===== config.mk =====
export PLATFORM = sky130hd
export DESIGN_NAME = port_three_pin_mux
export DESIGN_NICKNAME = d
export VERILOG_FILES = /design/src/hw/port_mux_pkg.sv /design/src/hw/port_three_pin_mux.sv
export SDC_FILE = /design/constraint.sdc
export NUM_CORES = 1
export LEC_CHECK = 0
export BUFFER_PORTS_ARGS = -buffer_cell sky130_fd_sc_hd__buf_2
export CAP_MARGIN = 20
export CORE_MARGIN = 10
export CORE_UTILIZATION = 50
export DETAILED_ROUTE_END_ITERATION = 16
export GPL_TIMING_DRIVEN = 0
export PLACE_DENSITY = 0.79
export SYNTH_ARGS = -nofsm -noshare
export SYNTH_HDL_FRONTEND = slang
export SYNTH_SLANG_ARGS = --single-unit

===== constraint.sdc =====
create_clock -name clk_sys -period 4 [get_ports clk_sys]
set_input_delay 0.2 -clock clk_sys [delete_from_list [all_inputs] [get_ports clk_sys]]
set_output_delay 0.2 -clock clk_sys [all_outputs]
set_load 0.005 [all_outputs]

===== src/hw/port_mux_pkg.sv =====
/*
 * constants for the port three pin mux, pull-up control and register map.
 * assumes an avalon-mm slave with 32-bit data, word aligned byte addresses.
 */
package port_mux_pkg;
    // register byte offsets
    localparam logic [3:0] OFF_DATA = 4'h0; // port data latch
    localparam logic [3:0] OFF_DIR = 4'h4; // port_direction_reg
    localparam logic [3:0] OFF_MODE = 4'h8; // port_pin_mode_reg
    localparam logic [3:0] OFF_PULL = 4'hC; // port_pullup_ctrl_reg
    // field positions inside port_pin_mode_reg
    localparam int BIT_SER1_CLK = 0; // ser1_clock_pin_select
    localparam int BIT_SER1_DIN = 1; // ser1_din_pin_select
    localparam int BIT_SER1_DOUT = 2; // ser1_dout_pin_select
    localparam int BIT_SER2_CLK = 3; // ser2_clock_pin_select
    // reset values
    localparam logic [7:0] RST_MODE = 8'h00;
    localparam logic [7:0] RST_DIR = 8'h00;
    localparam logic [7:0] RST_PULL = 8'h00;
    localparam logic [7:0] RST_DATA = 8'h00;
    // clock source code that turns serial unit 2 clock into an input
    localparam logic [2:0] SER2_EXT_CLK = 3'h7;
    // operating modes of the chip
    typedef enum logic [2:0] {
        MODE_ACTIVE, MODE_SUBACTIVE, MODE_SLEEP, MODE_SUBSLEEP, MODE_WATCH, MODE_STANDBY
    } op_mode_type;
endpackage


===== src/hw/port_three_pin_mux.sv =====
/*
 * port three pin mux: register slave, pin function select, pin states per
 * operating mode and software pull-ups. assumes pins arrive asynchronously
 * and serial units sit on clk_sys.
 */
// Local design decisions: the Avalon-MM register port and the register addresses.
// How it works
// - pin3 gpio or ser2 clock, source-dependent direction
// - pin2 gpio or ser1 data output
// - pin1 gpio or ser1 data input
// - pin0 gpio or ser1 clock, source-dependent direction
// - float in reset/standby, hold in sleeps
// - standby pull-up pin shows high level
// - pull-up on only for input with bit
// - all pull-ups off right after reset
// - eight independent pull-ups, pins seven to zero
// - pin mode register resets to zero
`timescale 1ns/1ps
module port_three_pin_mux (
    input wire logic clk_sys,
    input wire logic rst,
    // avalon-mm slave
    input wire logic [3:0] avs_address,
    input wire logic avs_read,
    input wire logic avs_write,
    input wire logic [31:0] avs_writedata,
    input wire logic [3:0] avs_byteenable,
    output logic [31:0] avs_readdata,
    output logic avs_waitrequest,
    // chip operating mode
    input wire port_mux_pkg::op_mode_type op_mode,
    // pins
    input wire logic [7:0] pin_in,
    output logic [7:0] pin_out,
    output logic [7:0] pin_oe,
    output logic [7:0] pullup_on,
    // serial unit 1
    input wire logic ser1_clock_source_bit,
    input wire logic ser1_clk_out,
    output logic ser1_clk_in,
    input wire logic ser1_dout,
    output logic ser1_din,
    // serial unit 2
    input wire logic [2:0] ser2_clock_source_bits,
    input wire logic ser2_clk_out,
    output logic ser2_clk_in
);
    logic [7:0] data_q; // gpio output latch
    logic [7:0] dir_q; // port_direction_reg
    logic [7:0] mode_q; // port_pin_mode_reg
    logic [7:0] pull_q; // port_pullup_ctrl_reg
    logic [7:0] sync1_q, sync2_q, sync3_q; // pin synchronisers
    logic [7:0] pin_q; // filtered pin level
    logic [7:0] mux_out, mux_oe; // functional pin drive
    logic [7:0] held_out_q, held_oe_q; // frozen drive in sleep modes
    logic [7:0] pull_raw; // pull-up request
    logic rd_pend_q; // read takes one wait cycle
    logic hold_mode, float_mode;

    // byte lane write helper
    function automatic logic [7:0] wr_byte(input logic [7:0] old, input logic [31:0] wd,
                                           input logic be0);
        return be0 ? wd[7:0] : old;
    endfunction

    assign hold_mode = (op_mode == port_mux_pkg::MODE_SLEEP)
                    || (op_mode == port_mux_pkg::MODE_SUBSLEEP)
                    || (op_mode == port_mux_pkg::MODE_WATCH);
    assign float_mode = rst || (op_mode == port_mux_pkg::MODE_STANDBY);

    // writes take effect at once, reads wait one cycle for registered data
    assign avs_waitrequest = avs_read && !rd_pend_q;

    // register writes
    always_ff @(posedge clk_sys or posedge rst) begin
        if (rst) begin
            data_q <= port_mux_pkg::RST_DATA;
            dir_q <= port_mux_pkg::RST_DIR;
            mode_q <= port_mux_pkg::RST_MODE;
            pull_q <= port_mux_pkg::RST_PULL;
        end else if (avs_write) begin
            unique case (avs_address)
                port_mux_pkg::OFF_DATA: data_q <= wr_byte(data_q, avs_writedata, avs_byteenable[0]);
                port_mux_pkg::OFF_DIR: dir_q <= wr_byte(dir_q, avs_writedata, avs_byteenable[0]);
                port_mux_pkg::OFF_MODE: mode_q <= wr_byte(mode_q, avs_writedata, avs_byteenable[0]);
                port_mux_pkg::OFF_PULL: pull_q <= wr_byte(pull_q, avs_writedata, avs_byteenable[0]);
                default: begin
                    // unmapped: write ignored
                end
            endcase
        end
    end

    // read path, one wait state
    always_ff @(posedge clk_sys or posedge rst) begin
        if (rst) begin
            rd_pend_q <= 1'b0;
            avs_readdata <= 32'h0000_0000;
        end else begin
            rd_pend_q <= avs_read && !rd_pend_q;
            if (avs_read && !rd_pend_q) begin
                unique case (avs_address)
                    port_mux_pkg::OFF_DATA: avs_readdata <= {24'h000000, pin_q}; // live pins
                    port_mux_pkg::OFF_DIR: avs_readdata <= {24'h000000, dir_q};
                    port_mux_pkg::OFF_MODE: avs_readdata <= {24'h000000, mode_q};
                    port_mux_pkg::OFF_PULL: avs_readdata <= {24'h000000, pull_q};
                    default: avs_readdata <= 32'h0000_0000; // unmapped reads zero
                endcase
            end
        end
    end

    // pin synchroniser: a change counts once stages two and three agree
    always_ff @(posedge clk_sys or posedge rst) begin
        if (rst) begin
            sync1_q <= 8'h00;
            sync2_q <= 8'h00;
            sync3_q <= 8'h00;
            pin_q <= 8'h00;
        end else begin
            sync1_q <= pin_in;
            sync2_q <= sync1_q;
            sync3_q <= sync2_q;
            for (int i = 0; i < 8; i++) begin
                if (sync2_q[i] == sync3_q[i]) pin_q[i] <= sync3_q[i];
            end
        end
    end

    // functional drive per pin
    always_comb begin
        mux_out = data_q;
        mux_oe = dir_q;
        if (mode_q[port_mux_pkg::BIT_SER1_CLK]) begin
            mux_out[0] = ser1_clk_out;
            mux_oe[0] = !ser1_clock_source_bit;
        end
        if (mode_q[port_mux_pkg::BIT_SER1_DIN]) begin
            mux_out[1] = 1'b0;
            mux_oe[1] = 1'b0;
        end
        if (mode_q[port_mux_pkg::BIT_SER1_DOUT]) begin
            mux_out[2] = ser1_dout;
            mux_oe[2] = 1'b1;
        end
        if (mode_q[port_mux_pkg::BIT_SER2_CLK]) begin
            mux_out[3] = ser2_clk_out;
            mux_oe[3] = (ser2_clock_source_bits != port_mux_pkg::SER2_EXT_CLK);
        end
    end

    // serial inputs taken from the filtered pins; zero when not selected
    assign ser1_clk_in = mode_q[port_mux_pkg::BIT_SER1_CLK] && ser1_clock_source_bit && pin_q[0];
    assign ser1_din = mode_q[port_mux_pkg::BIT_SER1_DIN] && pin_q[1];
    assign ser2_clk_in = mode_q[port_mux_pkg::BIT_SER2_CLK]
                      && (ser2_clock_source_bits == port_mux_pkg::SER2_EXT_CLK) && pin_q[3];

    // freeze the last drive while in a hold mode
    always_ff @(posedge clk_sys or posedge rst) begin
        if (rst) begin
            held_out_q <= 8'h00;
            held_oe_q <= 8'h00;
        end else if (!hold_mode) begin
            held_out_q <= mux_out;
            held_oe_q <= mux_oe;
        end
    end

    // pull-up only for pins whose direction bit is input; per pin
    assign pull_raw = pull_q & ~dir_q;

    // pin state by mode; reset and standby float, hold modes keep the last drive
    always_comb begin
        if (float_mode) begin
            pin_oe = 8'h00;
            pin_out = 8'h00;
        end else if (hold_mode) begin
            pin_oe = held_oe_q;
            pin_out = held_out_q;
        end else begin
            pin_oe = mux_oe;
            pin_out = mux_out;
        end
        // in standby the pull-up keeps its pin high rather than floating
        pullup_on = rst ? 8'h00 : pull_raw;
    end
endmodule // port_three_pin_mux


==> results.yml, run 1 <==
status:
  status: "finished clean"
setup_path:
  critical_path_class: "in -> out"
  cp-start-kind: "primary input"
  path_max_fanout: 23
  critPathRequiredTime_ns: 3.80
  end_kind: "primary output"
  crit_arrival_ns: 2.00
routing:
  viasPerCell: 5.10
  wire_per_inst_microns: 17.4
  antenna_left: 0
  firstDrtPassIters: 4
  route.detailed.drc: 0
  vias: 2513
  routed_wirelength_microns: 8560
  detail_route.iter0.violations: 129
global_route:
  overflow: 0
  grt_max_degree: 69
  grt_use_total_pct: 15.5
  grt_pass1_wl_microns: 13800
  grt_pass1_vias: 2625
  antenna_found_initial: 0
layout:
  final_common_cell: "dfrtp_1"
  fill_cells: 583
  syn_to_final_growth_pct: 23.1
  n_antenna_cell: 0
  drive_gt1_share_pct: 39.8
  layout_common_cells: "dfrtp_1 (89), buf_2 (71), mux2_2 (32)"
  nets: 452
clocking:
  cts.clk_slew.worst_paths_ns: 0.08
  holdBufCountCts: 8
  ctsResizeCount: 0
  clkSinkCount: 89
  cts_setup_buffers: 0
  clkLatencyLatePin_ns: 0.36
  cts_root_buf: "clkbuf_8"
  cts_tree: "built"
  clockBufferDepth: 2
  cts_buffers: 9
  cts-htree-levels: 3
yosys:
  syn_area_sq_mm: 0.00371
  ys_seq_area_share_pct: 60.0
  yosys_warnings: 0
  netlist.area_leader.share_pct: 60.0
  avgSynthCellArea_sq_um: 13.4
  synth_top_area_cell: "dfrtp_1"
  synth_area_leaders: "dfrtp_1 (60%), mux2_2 (9.7%), buf_4 (5.1%), mux4_2 (4.9%), a21oi_1 (2.4%)"
  ys_ff_latch: 89
  yosysUniqueCellTypes: 33
  netlist_instances: 278
die:
  std_cell_rows: 31
  boundaryPins: 122
  start_util_pct: 51.2
  fp.dieH_microns: 106
  die_x_microns: 106
  dieArea_sq_mm: 0.0113
  coreArea_sq_mm: 0.00725
sta:
  fmax_ghz: 0.455
  timing.final.crit_share_pct: 55.0
  rsz0062_at_grt: "false"
  layout_setup_ws_ns: 1.80
  setup_viol: 0
  skew_ns: 0.00906
  post-route-min-period_ns: 2.20
  worst_slew_pin_slew_ns: 0.727
  max-slew-margin-rel_pct: 51.3
  drv_slew: 0
  finalHoldViolations: 0
placement:
  dp_slack_ns: 1.84
  dp_hpwl_microns: 6230
  gp_congestion: 0.751
  port_buffers: 69
pwr:
  finalPower_mw: 2.04
  powerDensity_mw_per_mm2: 446
  cellLeakagePower_nw: 2.27
  vdd_drop_max_uv: 240
flow_run:
  cap_viol_max_count: 0
worst_hold_path:
  hold_path_class: "in -> async"
## layout make-up
cell class | count | area (sq um) | share of cell area [%]
clock inverter | 6 | 67.6 | 1.48
inverter | 4 | 17.5 | 0.383
sequential | 89 | 2230 | 48.7
buffer | 35 | 229 | 5.01
clock buffer | 9 | 124 | 2.71
multi-input combinational | 173 | 1330 | 29.1
tap | 99 | 124 | 2.71
timing repair buffer | 78 | 453 | 9.91
## power by group
group          internal, mW  switching [mW]
logic                 0.183           0.152
registers              1.02          0.0719
clock network         0.288           0.318
## stage by stage
stage	util, %	std cells	hold slack (ns)	TNS (ns)	area, sq um
after global placement	58.8	469	0.308	-9.78	4270
after detailed placement	59.3	470	0.309	0	4300
final	63.0	493	0.107	0	4570
after CTS	63.0	493	0.103	0	4570
after global routing	63.0	493	0.118	0	4570
after floorplan	-	301	0.231	0	3800
## flip-flops by register name (all words and copies together), names as in the netlist
register,cells
avs_readdata,8
data_q,8
dir_q,8
held_oe_q,8
held_out_q,8
mode_q,8
pin_q,8
pull_q,8
rd_pend_q,1
sync1_q,8
sync2_q,8
sync3_q,8
## synthesized netlist by cell type (all sizes together)
cell type / number
and4bb: 1
nand4b: 2
and3: 1
a21oi: 18
nor3: 4
inv: 4
or3b: 1
buf: 27
clkbuf: 8
nor2: 6
mux2: 32
mux4: 8
nor2b: 4
conb: 1
mux2i: 1
nand2b: 2
nand2: 12
maj3: 8
a22o: 8
a211oi: 2
nand3b: 3
nor3b: 10
o2111ai: 1
and2: 1
o21ai: 11
nand4: 1
a2111oi: 3
dfrtp: 89
nand3: 9
## per-layer routing
layer	up-vias	track usage, %	routed length [microns]
met5	-	0	0
met1	1223	19.0	3620
met3	19	4.65	574
met2	91	25.0	4190
met4	0	6.96	183
li1	1180	-	-
## worst paths after layout
kind	cells after the start	endpoint	start	slack, ns
setup / recovery	6	pin_out[6]	rst	1.80
hold / removal	2	dir_q[3]	rst	0.11
setup reg to reg	4	avs_readdata[3]	rd_pend_q	2.29
hold reg to reg	0	sync2_q[0]	sync1_q[0]	0.35
max in group asynchronous	3	sync2_q[2]	rst	3.27
min in group clk_sys	2	data_q[3]	avs_writedata[3]	0.12
## kinds of logic after synthesis
kind of cell / after synthesis / synth area share (%)
and+or+nand+nor: 57 / 9.20
AOI/OAI and AO/OA: 43 / 7.15
buffers and inverters: 39 / 6.57
other: 1 / 0.101
muxes: 41 / 14.8
DFF: 89 / 60.0
adders and majority gates: 8 / 2.16
## worst max-delay path, stage by stage
cell	delay [ns]
clkbuf_1	0.51
inv_4	0.28
nand2_1	0.29
clkbuf_1	0.42
a21oi_1	0.13
buf_2	0.16
(Power assumes the default switching activity.)
==> run 2, diff against run 1 <==
--- a/config.mk
+++ b/config.mk
@@ -8,10 +8,10 @@
 export BUFFER_PORTS_ARGS = -buffer_cell sky130_fd_sc_hd__buf_2
 export CAP_MARGIN = 20
 export CORE_MARGIN = 10
-export CORE_UTILIZATION = 50
+export CORE_UTILIZATION = 45
 export DETAILED_ROUTE_END_ITERATION = 16
 export GPL_TIMING_DRIVEN = 0
-export PLACE_DENSITY = 0.79
+export PLACE_DENSITY = 0.75
 export SYNTH_ARGS = -nofsm -noshare
 export SYNTH_HDL_FRONTEND = slang
 export SYNTH_SLANG_ARGS = --single-unit
==> constraint.sdc (replaced) <==
create_clock -name clk_sys -period 1.91 [get_ports clk_sys]
set_input_delay 0.0955 -clock clk_sys [delete_from_list [all_inputs] [get_ports clk_sys]]
set_output_delay 0.0955 -clock clk_sys [all_outputs]
set_load 0.005 [all_outputs]
==> results.yml, run 2 (same netlist as run 1, synthesis figures left out) <==
status:
  status: "finished clean"
setup_path:
  critPathRequiredTime_ns: 1.81
  crit_path_top_delay_cell: "a2111oi_0"
  cp-start-kind: "register"
  crit_buf_inv: 1
  crit_family: "compound AO/OA/AOI/OAI gates"
  crit_arrival_ns: 1.66
  max_stage_delay_ns: 0.61
  path_max_fanout: 5
  end_kind: "primary output"
  crit_chain: "a2111oi_0, nor3_1, buf_2"
  critical_path_class: "reg -> out"
clocking:
  cts.clk_slew.worst_paths_ns: 0.08
  clockBufferDepth: 2
  clkSinkCount: 89
  cts_buffers: 9
  cts-htree-levels: 3
  cts_root_buf: "clkbuf_8"
  clkLatencyLatePin_ns: 0.36
  cts_tree: "built"
global_route:
  overflow: 0
  grt_pass1_wl_microns: 13800
  grt_max_degree: 41
  antenna_found_initial: 0
  grt_use_total_pct: 13.8
  grt_pass1_vias: 2716
layout:
  final_common_cell: "dfrtp_1"
  n_antenna_cell: 0
  finalInstanceArea_sq_mm: 0.00464
  nets: 456
  syn_to_final_growth_pct: 25.1
  drive_gt1_share_pct: 40.4
  layout_common_cells: "dfrtp_1 (89), buf_2 (71), mux2_2 (32)"
  finish.utilization_pct: 57.1
placement:
  gp_congestion: 0.803
  placed_cell_area_sq_mm: 0.00435
  port_buffers: 69
  dp_hpwl_microns: 6460
routing:
  firstDrtPassIters: 4
  dr_wl_met3_microns: 602
  routed_wirelength_microns: 8430
  wire_per_inst_microns: 16.7
  vias: 2565
  wl_met1_microns: 3580
  detail_route.iter0.violations: 111
  viasPerCell: 5.09
  antenna_left: 0
  top_layer_used: "met4"
  route.met2.wl_microns: 4140
  route.detailed.drc: 0
die:
  fp.dieH_microns: 111
  boundaryPins: 122
  std_cell_rows: 33
  start_util_pct: 45.6
  dieArea_sq_mm: 0.0123
  die_x_microns: 111
  coreArea_sq_mm: 0.00813
worst_hold_path:
  hold_path_class: "in -> reg"
sta:
  max-slew-margin-rel_pct: 55.9
  setup_viol: 0
  timing.final.crit_share_pct: 92.0
  post-route-min-period_ns: 1.76
  finalHoldViolations: 0
  whs_ns: 0.0146
  worst_slew_pin_slew_ns: 0.645
  skew_ns: 0.00816
  fmax_ghz: 0.569
  rsz0062_at_grt: "false"
  drv_slew: 0
flow_run:
  cap_viol_max_count: 0
pwr:
  cellLeakagePower_nw: 2.30
  vdd_drop_max_uv: 539
  powerDensity_mw_per_mm2: 897
[run 2: area by class of cell]
| cell class | count | area [sq um] |
|---|---|---|
| Fill cell | 701 | 3490 |
| Sequential cell | 89 | 2230 |
| Multi-Input combinational cell | 173 | 1340 |
| Timing Repair Buffer | 82 | 495 |
| Buffer | 35 | 260 |
| Clock buffer | 12 | 145 |
| Tap cell | 105 | 131 |
| Clock inverter | 4 | 28.8 |
| Inverter | 4 | 18.8 |
[run 2: layer usage]
| layer | GRT usage (%) | vias to the layer above |
|---|---|---|
| li1 | - | 1183 |
| met1 | 16.3 | 1298 |
| met2 | 22.3 | 74 |
| met3 | 5.41 | 10 |
| met4 | 4.95 | 0 |
| met5 | 0 | - |
[run 2: final timing paths]
check / slack, ns / to / cells after the start / start
setup / recovery: 0.15 / pin_out[2] / 3 / mode_q[2]
hold / removal: 0.01 / data_q[6] / 2 / avs_writedata[6]
setup reg to reg: 0.32 / avs_readdata[6] / 4 / rd_pend_q
hold reg to reg: 0.35 / sync2_q[1] / 0 / sync1_q[1]
max in group asynchronous: 0.39 / data_q[2] / 4 / rst
min in group asynchronous: 0.50 / mode_q[0] / 4 / rst
[run 2: what timing repair did]
action                                  CTS  global route
hold endpoints to repair                 23             0
buffers inserted                          0             0
resized for setup                         0             3
hold buffers                             11             0
endpoints found under the setup margin    0             2
[run 2: worst register-to-register path, cell delays in order (launching register included)]
cell	delay, ns
dfrtp_1	0.36
nand2b_1	0.13
clkbuf_1	0.25
nor3_2	0.56
a22o_1	0.23
[run 2: report_power, final]
group	total [mW]	switching, mW	internal (mW)
sequential	2.30	0.153	2.14
clock	1.15	0.637	0.509
combinational	0.722	0.323	0.399
[run 2: metrics by stage]
| stage | worst slack (ns) | total power, mW | setup TNS [ns] | instances |
|---|---|---|---|---|
| floorplan | -0.486 | 2.76 | -6.64 | 301 |
| global placement | -1.35 | 2.99 | -20.00 | 475 |
| detailed placement | 0.165 | 3.05 | 0 | 477 |
| CTS | 0.0899 | 4.22 | 0 | 504 |
| global route | 0.0725 | 4.40 | 0 | 504 |
| finish | 0.153 | 4.16 | 0 | 504 |
==> run 3, diff against run 2 <==
--- a/config.mk
+++ b/config.mk
@@ -10,8 +10,11 @@
 export CORE_MARGIN = 10
 export CORE_UTILIZATION = 45
 export DETAILED_ROUTE_END_ITERATION = 16
+export GPL_ROUTABILITY_DRIVEN = 0
 export GPL_TIMING_DRIVEN = 0
+export MAX_ROUTING_LAYER = met4
 export PLACE_DENSITY = 0.75
 export SYNTH_ARGS = -nofsm -noshare
 export SYNTH_HDL_FRONTEND = slang
 export SYNTH_SLANG_ARGS = --single-unit
+export TNS_END_PERCENT = 20
==> results.yml, run 3 (same netlist as run 1, synthesis figures left out) <==
setup_path:
  path_max_fanout: 5
  crit_arrival_ns: 1.66
  crit_path_top_delay_cell: "a2111oi_0"
  critPathRequiredTime_ns: 1.81
  end_kind: "primary output"
  rr_startpoint: "rd_pend_q"
  cp-start-kind: "register"
  critical_path_class: "reg -> out"
  crit_start: "mode_q[2]"
  crit_chain: "a2111oi_0, nor3_1, buf_2"
  max_stage_delay_ns: 0.61
clocking:
  cts_root_buf: "clkbuf_8"
  clockBufferDepth: 2
  cts_buffers: 9
  cts-htree-levels: 3
  clkSinkCount: 89
  cts_setup_buffers: 0
  clkLatencyLatePin_ns: 0.36
  cts.clk_slew.worst_paths_ns: 0.08
  cts_tree: "built"
sta:
  max-slew-margin-rel_pct: 55.8
  post-route-min-period_ns: 1.76
  setup_viol: 0
  finalHoldViolations: 0
  worst_slew_pin_slew_ns: 0.646
  layout_setup_ws_ns: 0.153
  drv_slew: 0
  rsz0062_at_grt: "true"
  timing.final.crit_share_pct: 92.0
  whs_ns: 0.0109
  skew_ns: 0.00912
  fmax_ghz: 0.569
die:
  std_cell_rows: 33
  start_util_pct: 45.6
  coreArea_sq_mm: 0.00813
  boundaryPins: 122
  fp.dieH_microns: 111
  die_x_microns: 111
  dieArea_sq_mm: 0.0123
pwr:
  clkPwrFrac_pct: 27.7
  seq_power_share_pct: 55.1
  powerDensity_mw_per_mm2: 898
  finalPower_mw: 4.17
  cellLeakagePower_nw: 2.30
  swShare_pct: 26.8
  switching_power_mw: 1.12
  vdd_drop_max_uv: 539
  pwr-share-comb_pct: 17.3
  p_int_mw: 3.05
layout:
  finish.utilization_pct: 57.1
  layout_common_cells: "dfrtp_1 (89), buf_2 (71), mux2_2 (32)"
  n_antenna_cell: 0
  final_common_cell: "dfrtp_1"
  syn_to_final_growth_pct: 25.0
  drive_gt1_share_pct: 40.4
  nets: 456
routing:
  route.detailed.drc: 0
  routed_wirelength_microns: 8420
  vias: 2564
  viasPerCell: 5.09
  antenna_left: 0
  detail_route.iter0.violations: 133
  firstDrtPassIters: 4
  wire_per_inst_microns: 16.7
flow_run:
  cap_viol_max_count: 0
global_route:
  grt_use_total_pct: 14.2
  grt_max_degree: 41
  grt_pass1_vias: 2715
  grt_pass1_wl_microns: 13800
  antenna_found_initial: 0
  overflow: 0
placement:
  dp_slack_ns: 0.165
  dp_hpwl_microns: 6460
  port_buffers: 69
status:
  status: "finished clean"
worst_hold_path:
  hold_start: "avs_writedata[6]"
  hold_path_class: "in -> reg"
-- run 3: changes by cell type in the layout (fill, tap and decap cells not counted) --
cell	previous run	this run
a2111oi_1	1	0
a2111oi_0	2	3
-- run 3: critical path: cells and delay by family, from the launching register on --
| kind | cells | cell delay (ns) |
|---|---|---|
| AOI/OAI and AO/OA | 1 | 0.61 |
| DFF | 1 | 0.43 |
| buffers and inverters | 1 | 0.16 |
| and+or+nand+nor | 1 | 0.11 |
-- run 3: repair_timing --
action,4_1_cts,5_1_grt
gates resized for setup,0,2
hold buffers,11,0
endpoints found under the hold margin,23,0
setup endpoints to repair,0,2
-- run 3: layout make-up --
cell class,count,area [sq um]
plain buffers,35,260
repair buffers,82,495
clock buffers,12,145
clock inverters,4,28.8
multi-input cells,173,1340
fillers,702,3490
inverters,4,18.8
flip-flops and latches,89,2230
well taps,105,131
-- run 3: power groups by stage --
stage | logic (mW) | registers (mW) | clock network [mW]
finish | 0.719 | 2.29 | 1.15
global route | 0.805 | 2.33 | 1.26
CTS | 0.732 | 2.30 | 1.19
detailed placement | 0.711 | 2.33 | 0
global placement | 0.671 | 2.32 | 0
floorplan | 0.485 | 2.28 | 0
-- run 3: through the flow --
| step | instances | TNS, ns | cell area [sq um] |
|---|---|---|---|
| after floorplan | 301 | -6.64 | 3830 |
| after global placement | 475 | -20.00 | 4310 |
| after detailed placement | 477 | 0 | 4350 |
| after CTS | 504 | 0 | 4630 |
| after global routing | 504 | -0.0186 | 4640 |
| final | 504 | 0 | 4640 |
-- run 3: path summary, 6_finish.rpt --
kind / end / slack (ns) / cells after the start
setup / recovery: pin_out[2] / 0.15 / 3
hold / removal: pull_q[6] / 0.01 / 2
setup reg to reg: avs_readdata[6] / 0.32 / 4
hold reg to reg: sync2_q[1] / 0.35 / 0
max in group asynchronous: data_q[2] / 0.39 / 4
min in group asynchronous: dir_q[4] / 0.50 / 4
-- run 3: metal layers --
layer / track usage, % / wire length, microns / vias to the layer above
li1: - / - / 1184
met2: 22.3 / 4090 / 77
met3: 4.49 / 510 / 14
met1: 16.8 / 3690 / 1289
met4: 5.21 / 125 / 0
met5: - / 0 / -
